<file path="src/core/err_queue_pkg.sv">
/*
 * Constants shared by the error queue: depth, code width and the
 * signed codes that the block itself raises.
 * Assumes nothing of its surroundings.
 */
package err_queue_pkg;
    localparam int DEPTH = 10;
    localparam int CODE_W = 11;
    localparam int CNT_W = 4;
    typedef logic signed [CODE_W-1:0] code_t;
    localparam code_t CODE_NO_ERROR = 11'sd0;
    localparam code_t CODE_QUE_OVERFLOW = -11'sd330;
    localparam code_t CODE_IN_OVERRUN = -11'sd350;
    localparam code_t CODE_SYNTAX = -11'sd102;
    localparam code_t CODE_UNDEF_HEADER = -11'sd113;
    localparam code_t CODE_CURR_LIMIT = 11'sd320;
    localparam code_t CODE_CURR_TRIP = 11'sd321;
    localparam code_t CODE_OVP = 11'sd410;
endpackage

</file>
<file path="src/core/err_src_if.sv">
/*
 * Carrier for the one-event-per-cycle path from the event selector
 * to the queue core. Assumes a single clock domain.
 */
`timescale 1ns/10ps
interface err_src_if;
    logic valid;
    err_queue_pkg::code_t code;
    modport src (output valid, output code);
    modport dst (input valid, input code);
endinterface

</file>
<file path="src/core/err_event_sel.sv">
/*
 * Event selector: turns event strobes into one code per cycle.
 * Assumes strobes are single-cycle pulses from the clk_sys_i domain.
 */
`timescale 1ns/10ps
module err_event_sel (
    input wire logic ext_valid_i,                   // generic code strobe
    input wire err_queue_pkg::code_t ext_code_i,    // generic code
    input wire logic syntax_err_i,                  // syntax fault
    input wire logic undef_header_i,                // unknown header
    input wire logic curr_limit_i,                  // limit, not tripped
    input wire logic curr_trip_i,                   // limit tripped
    input wire logic over_voltage_trip_i,           // ovp tripped
    err_src_if.src src                              // selected event
);
    // fixed priority; lower ones this cycle are dropped, a limitation
    assign src.valid = ext_valid_i | syntax_err_i | undef_header_i |
        curr_limit_i | curr_trip_i | over_voltage_trip_i;
    assign src.code = curr_trip_i ? err_queue_pkg::CODE_CURR_TRIP :
        curr_limit_i ? err_queue_pkg::CODE_CURR_LIMIT :
        over_voltage_trip_i ? err_queue_pkg::CODE_OVP :
        undef_header_i ? err_queue_pkg::CODE_UNDEF_HEADER :
        syntax_err_i ? err_queue_pkg::CODE_SYNTAX :
        ext_code_i;
endmodule

</file>
<file path="src/core/error_message_queue.sv">
/*
 * Error/event message queue: ten signed codes, first in first out,
 * with overflow marker and lock. Assumes all inputs are same-clock
 * single-cycle strobes from command and protection logic.
 */
`timescale 1ns/10ps
module error_message_queue #(
    parameter int DEPTH = err_queue_pkg::DEPTH
) (
    input wire logic clk_sys_i,                     // 100 MHz clock
    input wire logic rstn_i,                        // power-up reset
    input wire logic ext_valid_i,                   // code strobe
    input wire err_queue_pkg::code_t ext_code_i,    // code to queue
    input wire logic syntax_err_i,                  // syntax fault
    input wire logic undef_header_i,                // unknown header
    input wire logic curr_limit_i,                  // limit event
    input wire logic curr_trip_i,                   // limit tripped
    input wire logic over_voltage_trip_i,           // ovp tripped
    input wire logic clear_i,                       // clear command
    input wire logic inst_reset_i,                  // instrument reset
    input wire logic rd_i,                          // read strobe
    output err_queue_pkg::code_t rd_code_o,         // read result
    output logic rd_valid_o,                        // result strobe
    output logic [err_queue_pkg::CNT_W-1:0] count_o, // occupancy
    output logic overflow_o                         // overflow lock
);
    // event selection kept apart so the core sees one code a cycle
    err_src_if ev ();

    err_event_sel u_sel (
        .ext_valid_i(ext_valid_i),
        .ext_code_i(ext_code_i),
        .syntax_err_i(syntax_err_i),
        .undef_header_i(undef_header_i),
        .curr_limit_i(curr_limit_i),
        .curr_trip_i(curr_trip_i),
        .over_voltage_trip_i(over_voltage_trip_i),
        .src(ev.src)
    );

    localparam int PW = err_queue_pkg::CNT_W;
    localparam logic [PW-1:0] LAST = PW'(DEPTH - 1);
    localparam logic [PW-1:0] FULLC = PW'(DEPTH);
    localparam logic [PW-1:0] ONE = PW'(1);
    localparam logic [PW-1:0] ZERO = PW'(0);

    // storage
    err_queue_pkg::code_t mem_q [DEPTH];

    // read pointer
    logic [PW-1:0] rp_q;
    logic [PW-1:0] rp_d;
    logic [PW-1:0] rp_next;

    // write pointer
    logic [PW-1:0] wp_q;
    logic [PW-1:0] wp_d;
    logic [PW-1:0] wp_next;
    logic [PW-1:0] newest;

    // occupancy
    logic [PW-1:0] cnt_q;
    logic [PW-1:0] cnt_d;
    logic [PW-1:0] cnt_up;
    logic [PW-1:0] cnt_dn;

    // overflow lock
    logic ovf_q;
    logic ovf_d;

    // read answer
    err_queue_pkg::code_t head;
    err_queue_pkg::code_t rdat_q;
    err_queue_pkg::code_t rdat_d;
    logic rv_q;
    logic rv_d;

    // decode
    logic empty;
    logic full;
    logic do_rd;
    logic do_wr;
    logic do_ovf;
    logic keep;

    // storage write port
    logic mem_wr;
    logic [PW-1:0] mem_addr;
    err_queue_pkg::code_t mem_data;

    // occupancy state
    assign empty = (cnt_q == ZERO);
    assign full = (cnt_q == FULLC);

    // a read of an empty queue is answered but moves nothing
    assign do_rd = rd_i & ~empty;

    // a read in the same cycle frees a slot, so the write fits
    assign do_wr = ev.valid & ~ovf_q & (~full | do_rd);
    assign do_ovf = ev.valid & ~ovf_q & full & ~do_rd;

    // clear wins over write and pointer moves of its own cycle; a read then still answers with the head
    assign keep = ~clear_i;

    // instrument reset has no path into queue state

    // pointer wrap at the documented depth
    assign rp_next = (rp_q == LAST) ? ZERO : rp_q + ONE;
    assign wp_next = (wp_q == LAST) ? ZERO : wp_q + ONE;
    assign newest = (wp_q == ZERO) ? LAST : wp_q - ONE;

    // next pointers
    assign rp_d = !keep ? ZERO : (do_rd ? rp_next : rp_q);
    assign wp_d = !keep ? ZERO : (do_wr ? wp_next : wp_q);

    // overflow replaces the newest entry, so the count stays put
    assign cnt_up = do_wr ? ONE : ZERO;
    assign cnt_dn = do_rd ? ONE : ZERO;
    assign cnt_d = !keep ? ZERO : cnt_q + cnt_up - cnt_dn;

    // lock holds until a clear
    assign ovf_d = keep & (ovf_q | do_ovf);

    // oldest entry is always at the read pointer
    assign head = mem_q[rp_q];
    assign rdat_d = do_rd ? head : err_queue_pkg::CODE_NO_ERROR;
    assign rv_d = rd_i;

    // marker or incoming code
    assign mem_wr = keep & (do_wr | do_ovf);
    assign mem_addr = do_wr ? wp_q : newest;
    assign mem_data = do_wr ? ev.code : err_queue_pkg::CODE_QUE_OVERFLOW;

    always_ff @(posedge clk_sys_i or negedge rstn_i) begin
        if (!rstn_i) begin
            rp_q <= ZERO;
        end else begin
            rp_q <= rp_d;
        end
    end

    always_ff @(posedge clk_sys_i or negedge rstn_i) begin
        if (!rstn_i) begin
            wp_q <= ZERO;
        end else begin
            wp_q <= wp_d;
        end
    end

    always_ff @(posedge clk_sys_i or negedge rstn_i) begin
        if (!rstn_i) begin
            cnt_q <= ZERO;
        end else begin
            cnt_q <= cnt_d;
        end
    end

    always_ff @(posedge clk_sys_i or negedge rstn_i) begin
        if (!rstn_i) begin
            ovf_q <= 1'b0;
        end else begin
            ovf_q <= ovf_d;
        end
    end

    always_ff @(posedge clk_sys_i or negedge rstn_i) begin
        if (!rstn_i) begin
            rdat_q <= err_queue_pkg::CODE_NO_ERROR;
        end else begin
            rdat_q <= rdat_d;
        end
    end

    always_ff @(posedge clk_sys_i or negedge rstn_i) begin
        if (!rstn_i) begin
            rv_q <= 1'b0;
        end else begin
            rv_q <= rv_d;
        end
    end

    // storage has no reset; pointers define what is live
    always_ff @(posedge clk_sys_i) begin
        if (mem_wr) begin
            mem_q[mem_addr] <= mem_data;
        end
    end

    // outputs straight from flip-flops
    assign rd_code_o = rdat_q;
    assign rd_valid_o = rv_q;
    assign count_o = cnt_q;
    assign overflow_o = ovf_q;
endmodule

</file>
<file path="config.mk">
export PLATFORM = sky130hd
export DESIGN_NAME = error_message_queue
export DESIGN_NICKNAME = d
export VERILOG_FILES = /design/src/core/err_queue_pkg.sv /design/src/core/err_src_if.sv /design/src/core/err_event_sel.sv /design/src/core/error_message_queue.sv
export SDC_FILE = /design/constraint.sdc
export NUM_CORES = 1
export LEC_CHECK = 0
export ABC_AREA = 1
export BUFFER_PORTS_ARGS = -buffer_cell sky130_fd_sc_hd__buf_2
export CAP_MARGIN = 15
export CORE_UTILIZATION = 50
export CTS_CLUSTER_DIAMETER = 50
export DETAILED_ROUTE_END_ITERATION = 7
export GPL_TIMING_DRIVEN = 1
export PLACE_DENSITY = 0.68
export SYNTH_ARGS = -nofsm -noshare
export SYNTH_HDL_FRONTEND = slang
export SYNTH_SLANG_ARGS = --single-unit
</file>
<file path="constraint.sdc">
create_clock -name clk_sys_i -period 3.2 [get_ports clk_sys_i]
set_input_delay 0.48 -clock clk_sys_i [delete_from_list [all_inputs] [get_ports clk_sys_i]]
set_output_delay 0.48 -clock clk_sys_i [all_outputs]
set_load 0.005 [all_outputs]
</file>
# Yosys cells after proc, flatten, opt, wreduce, memory -nomap -nowiden
# Memories as Yosys holds them, arrays and structs flattened.
# Index checks and enable logic that the tools add are counted.
[classes]
addsub = 5
n_reduce_logical = 4
n_eq_ne = 3
bitwise = 20
muxes = 20
[ops]
columns = ["op", "count"]
rows = [
  ["2-to-1 mux 11 bit", 7],
  ["2-to-1 mux 4 bit", 9],
  ["equality test 4 bit, second input constant", 3],
  ["adder 4 x 1 -> 4 bit, second input constant", 2],
  ["zero test 4 bit", 2],
  ["bitwise OR 1 bit", 8],
  ["AND 1 bit", 7],
  ["inverter 1 bit", 5],
  ["adder 4 x 1 -> 4 bit", 1],
  ["2-to-1 mux 1 bit", 4],
  ["nonzero test 2 bit", 2],
  ["subtractor 4 x 1 -> 4 bit", 1],
  ["subtractor 4 x 1 -> 4 bit, second input constant", 1],
]
[word_totals]
ff_bits = 25
mem_count = 1
mem_bits_rw = 110
input_bits = 22
[memory_table]
columns = ["memory", "depth", "width", "read_ports", "rd_clocked_by_memory_dff", "write_ports", "line", "source"]
rows = [
  ["mem_q", 10, 11, 1, 0, 1, "error_message_queue.sv:48", "err_queue_pkg::code_t mem_q [DEPTH];"],
]

# Logic depth before layout (Yosys ltp)
[depth]
depth_word = 12
depth_mapped = 13
ltp_nobuf = 12

# Hierarchy
# From an unflattened synthesis, not the netlist that was laid out.
[hier_totals]
cells_unflattened = 557
area_unflattened_um2 = 6019.5
[by_module_without_submodules]
columns = ["mod", "seq_area_each_um2", "instances", "area_per_inst_um2", "cells_per_inst"]
rows = [
  ["error_message_queue", 3928.8, 1, 5836.8, 517],
  ["err_event_sel", 0.0, 1, 182.7, 40],
]

# Worst setup path before layout
# OpenSTA, ideal clock, no wires.
[synth_timing]
path_type = "flip-flop to flip-flop"
start = "register cnt_q[2], in the netlist count_o[2]"
end = "register cnt_q[2], in the netlist count_o[2]"
arrival_ps = 2059
stages_incl_launch_ff = 12
path_buffers = 1
slack_ps = 1023
required_ps = 3081
setup_ps = 119
period_less_slack_ps = 2177
path_cell_list = "dfrtp_1 > inv_1 > ha_1 > nand4_4 > nand3_4 > buf_8 > ha_1 > inv_1 > ha_1 > fa_1 > xnor2_1 > nor2_1"
[synth_between]
elab_chain_cells = 9
word_cells_on_any_way = 12
[synth_rtl]
columns = ["element", "line", "source"]
rows = [
  ["start: declaration", "error_message_queue.sv:62", "logic [PW-1:0] cnt_q;"],
  ["start signal: assignment", "error_message_queue.sv:154", "cnt_q <= cnt_d;"],
  ["zero test 4 bit", "error_message_queue.sv:92", "assign empty = (cnt_q == ZERO);"],
  ["inverter 1 bit", "error_message_queue.sv:96", "assign do_rd = rd_i & ~empty;"],
  ["AND 1 bit", "error_message_queue.sv:96", ""],
  ["bitwise OR 1 bit", "error_message_queue.sv:99", "assign do_wr = ev.valid & ~ovf_q & (~full | do_rd);"],
  ["AND 1 bit", "error_message_queue.sv:99", ""],
  ["2-to-1 mux 1 bit", "error_message_queue.sv:117", "assign cnt_up = do_wr ? ONE : ZERO;"],
  ["adder 4 x 1 -> 4 bit", "error_message_queue.sv:119", "assign cnt_d = !keep ? ZERO : cnt_q + cnt_up - cnt_dn;"],
  ["subtractor 4 x 1 -> 4 bit *", "error_message_queue.sv:119", ""],
  ["2-to-1 mux 4 bit *", "error_message_queue.sv:119", ""],
  ["named net cnt_d[2]", "error_message_queue.sv:63", "logic [PW-1:0] cnt_d;"],
]
# Mark *: on every way through the listed nets, which the timed path passes. The rest lies on a longest branch.
# A chain may end at the register's enable or synchronous reset.

# Worst setup path after layout
# Ends and elaborated chain as after synthesis.

==> results.py <==
metrics = {
    "outcome": {
        "outcome": "finished clean",
    },
    "synth": {
        "synth_top_area_share_pct": 55.6,
        "yosysSeqAreaShare_pct": 66.1,
        "most_common_cell_in_the_netlist": "sky130_fd_sc_hd__edfxtp_1",
        "syn-mean-instance-area_um2": 11.3,
        "synth.cells.most_frequent": "sky130_fd_sc_hd__edfxtp_1 (110), sky130_fd_sc_hd__nand2_1 (91), sky130_fd_sc_hd__inv_1 (54)",
        "post_synth_inst_count": 528,
        "ys.flop_type": "sky130_fd_sc_hd__edfxtp_1",
        "synth_area_um2": 5940,
        "yosys_warnings": 0,
        "synth_fp_nets": 563,
        "yosys-top-cells-area": "sky130_fd_sc_hd__edfxtp_1 (56%), sky130_fd_sc_hd__dfrtp_1 (11%), sky130_fd_sc_hd__nand2_1 (5.7%)",
        "synth-edff-count": 110,
        "synth-seq-cells": 135,
        "synthArstFlopShare_pct": 18.5,
        "synth.lib_cells_used.distinct": 31,
        "yosys.area.top_type": "sky130_fd_sc_hd__edfxtp_1",
    },
    "pwr": {
        "switching_share_pct": 30.4,
        "power.leakage_nw": 2.78,
        "seqPwrFrac_pct": 39.8,
        "max-vdd-ir-drop_mv": 0.502,
        "combinationalPowerShare_pct": 25.1,
        "overall_power_mw": 5.55,
        "switchingPower_mw": 1.68,
        "power.density_nw_per_um2": 802,
        "power_frac_clock_pct": 35.0,
        "p_int_mw": 3.86,
    },
    "finish": {
        "fill_cells": 906,
        "nets": 614,
        "final_design_area_no_fill_um2": 6920,
        "diodes": 0,
        "drive_above_1_share_pct": 15.9,
        "area_growth_syn_to_layout_pct": 16.5,
        "finalCoreUtilization_pct": 60.1,
    },
    "sta": {
        "final.setup_skew_ns": 0.00637,
        "clock.fmax_mhz": 414,
        "fin_crit_sh_pct": 75.5,
        "whs_ns": 0.0824,
        "total_count_of_hold_check_failures_in_the_final_report": 0,
        "min_period_ns": 2.42,
        "timing.max_slew.rel_slack_pct": 28.9,
        "tightestPinTransition_ns": 1.05,
        "tns_ns": 0,
        "grt_setup_unrepaired": "no",
        "setup_viol": 0,
        "finalMaxSlewViolations": 0,
    },
    "worst_setup_path": {
        "crit_chain": "inv_1 > ha_1 > nand3_1 > nand2_1 > inv_1 > ha_1 > inv_1 > ha_1 > fa_1 > xnor2_1 > nor2_1",
        "slowest_stage": "sky130_fd_sc_hd__dfrtp_1",
        "worst_path_largest_cell_delay_ns": 0.38,
        "worstSetupEndpointType": "register",
        "crit_path_max_fanout": 13,
        "critical_path_required_ns": 3.49,
        "worst_path_dominant_cell_family": "adder cells",
        "path_buf_inv": 3,
        "critical_path_source_type": "register",
        "worst-setup-path-type": "register to register",
        "cp_data_arrival_time_ns": 2.71,
    },
    "detailed_routing": {
        "drtIter0Drc": 322,
        "routed_wirelength_mm": 12.2,
        "routed_via_density": 5.33,
        "detail_route.first_pass.iterations": 5,
        "num_vias": 3916,
        "final_antenna_net_count": 0,
        "drt-wirelength-per-cell_um": 16.6,
        "drc": 0,
    },
    "clock_tree": {
        "cts_num_sinks": 135,
        "clk_pin_slew_ns": 0.05,
        "post-cts-setup-buffers": 0,
        "numCtsBuffers": 17,
        "cts_hold_buf": 0,
        "clock_tree.buffer_depth": 2,
        "cts_resized": 0,
        "clk_latency_ns": 0.40,
        "cts.htree.levels": 4,
        "cts_root_buf": "sky130_fd_sc_hd__clkbuf_16",
        "tritoncts": "built",
    },
    "placement": {
        "post_dp_cell_area_um2": 6320,
        "port-buffer-count": 37,
        "final_weighted_congestion_in_routability_driven_placement": 0.825,
        "dp.final_hpwl_mm": 7.77,
    },
    "global_routing": {
        "grt_remaining_overflow": 0,
        "global_route_wire_length_before_repair_mm": 19.6,
        "global_route.usage.total_pct": 21.5,
        "grt_max_degree": 49,
        "grt_pass1_vias": 3826,
        "grt_antenna_before_repair": 0,
    },
    "hold_path": {
        "hold_class": "input pin to asynchronous set/reset pin",
    },
    "die": {
        "chipHeight_um": 111,
        "core_region_area_um2": 11500,
        "start_util_pct": 51.6,
        "ports": 39,
        "row_count": 39,
        "fp.dieW_um": 111,
        "design.die.area_um2": 12300,
    },
    "job": {
        "drv_cap": 0,
    },
}
sequential cells by signal (all words and copies together) (netlist names):
signal      flops
count_o         4
mem_q         110
wp_q            4
rd_code_o      11
rd_valid_o      1
rp_q            4
overflow_o      1
power groups by stage:
stage / sequential, mW / clock (mW) / combinational (mW)
5_1_grt: 2.23 / 2.07 / 1.58
3_5_place_dp: 2.25 / 0 / 1.40
4_1_cts: 2.21 / 1.98 / 1.41
3_3_place_gp: 2.24 / 0 / 1.37
2_1_floorplan: 2.25 / 0 / 0.959
6_report: 2.21 / 1.94 / 1.39
path summary, 6_finish.rpt:
path,cells after the start,from,slack [ns],to
max in group asynchronous,1,rstn_i,2.67,rp_q[0]
hold / removal,1,rstn_i,0.08,count_o[0]
setup reg to reg,11,count_o[2],0.78,count_o[2]
min in group clk_sys_i,1,rd_i,0.21,rd_valid_o
setup / recovery,11,count_o[2],0.78,count_o[2]
hold reg to reg,1,wp_q[0],0.60,wp_q[0]
stage by stage:
stage	setup WS [ns]	cells
after CTS	0.761	735
after global placement	0.837	703
after floorplan	1.02	528
after detailed placement	0.767	703
final	0.784	735
after global routing	0.551	735
routing by layer:
layer / share of wire (%) / wire (µm) / GRT usage [%] / vias to the layer above
li1: - / - / - / 1946
met1: 42 / 5070 / 26.8 / 1863
met2: 51 / 6270 / 36.4 / 101
met3: 6.0 / 726 / 5.52 / 6
met4: 1.0 / 123 / 7.12 / 0
met5: 0 / 0 / 0 / -
area by class of cell:
type	instances	area [µm²]	share of cell area, %
Sequential cell	135	3930	56.8
Clock inverter	11	146	2.11
Clock buffer	21	460	6.65
Multi-Input combinational cell	317	1700	24.5
Timing Repair Buffer	53	305	4.41
Inverter	55	206	2.98
Tap cell	143	179	2.58
layout by cell type (no fill, tap or decap), types with 2 or more instances in the layout:
cell	instances
sky130_fd_sc_hd__edfxtp_1	110
sky130_fd_sc_hd__nand2_1	91
sky130_fd_sc_hd__inv_1	54
sky130_fd_sc_hd__nor2_1	51
sky130_fd_sc_hd__o21ai_0	44
sky130_fd_sc_hd__buf_2	37
sky130_fd_sc_hd__o211ai_1	33
sky130_fd_sc_hd__a21oi_1	30
sky130_fd_sc_hd__nand3_1	26
sky130_fd_sc_hd__dfrtp_1	24
sky130_fd_sc_hd__clkbuf_16	17
sky130_fd_sc_hd__buf_4	16
sky130_fd_sc_hd__ha_1	12
sky130_fd_sc_hd__nand4_1	7
sky130_fd_sc_hd__xor2_1	5
sky130_fd_sc_hd__o22ai_1	3
sky130_fd_sc_hd__inv_6	3
sky130_fd_sc_hd__bufinv_16	3
sky130_fd_sc_hd__clkinv_2	3
sky130_fd_sc_hd__nor2_4	2
sky130_fd_sc_hd__nand3_4	2
sky130_fd_sc_hd__nor3_1	2
sky130_fd_sc_hd__clkbuf_1	2
sky130_fd_sc_hd__clkbuf_8	2
sky130_fd_sc_hd__clkinvlp_4	2
logic make-up (layout without fill, tap and decap cells):
group	count (synthesis)	after routing	synth area share (%)
AND/OR/NAND/NOR	185	185	13.7
flip-flops	135	135	66.1
adder cells (fa/ha/maj)	13	13	2.86
buffers and inverters	76	140	5.33
XOR/XNOR	6	6	0.885
AO/OA/AOI/OAI	113	113	11.1
worst register-to-register path: stages, from the launching register on:
cell                      delay [ns]
sky130_fd_sc_hd__dfrtp_1        0.38
sky130_fd_sc_hd__inv_1          0.11
sky130_fd_sc_hd__ha_1           0.16
sky130_fd_sc_hd__nand3_1        0.08
sky130_fd_sc_hd__nand2_1        0.14
sky130_fd_sc_hd__inv_1          0.26
sky130_fd_sc_hd__ha_1           0.38
sky130_fd_sc_hd__inv_1          0.04
sky130_fd_sc_hd__ha_1           0.20
sky130_fd_sc_hd__fa_1           0.38
sky130_fd_sc_hd__xnor2_1        0.15
sky130_fd_sc_hd__nor2_1         0.05
Power figures use the tool's default switching activity.
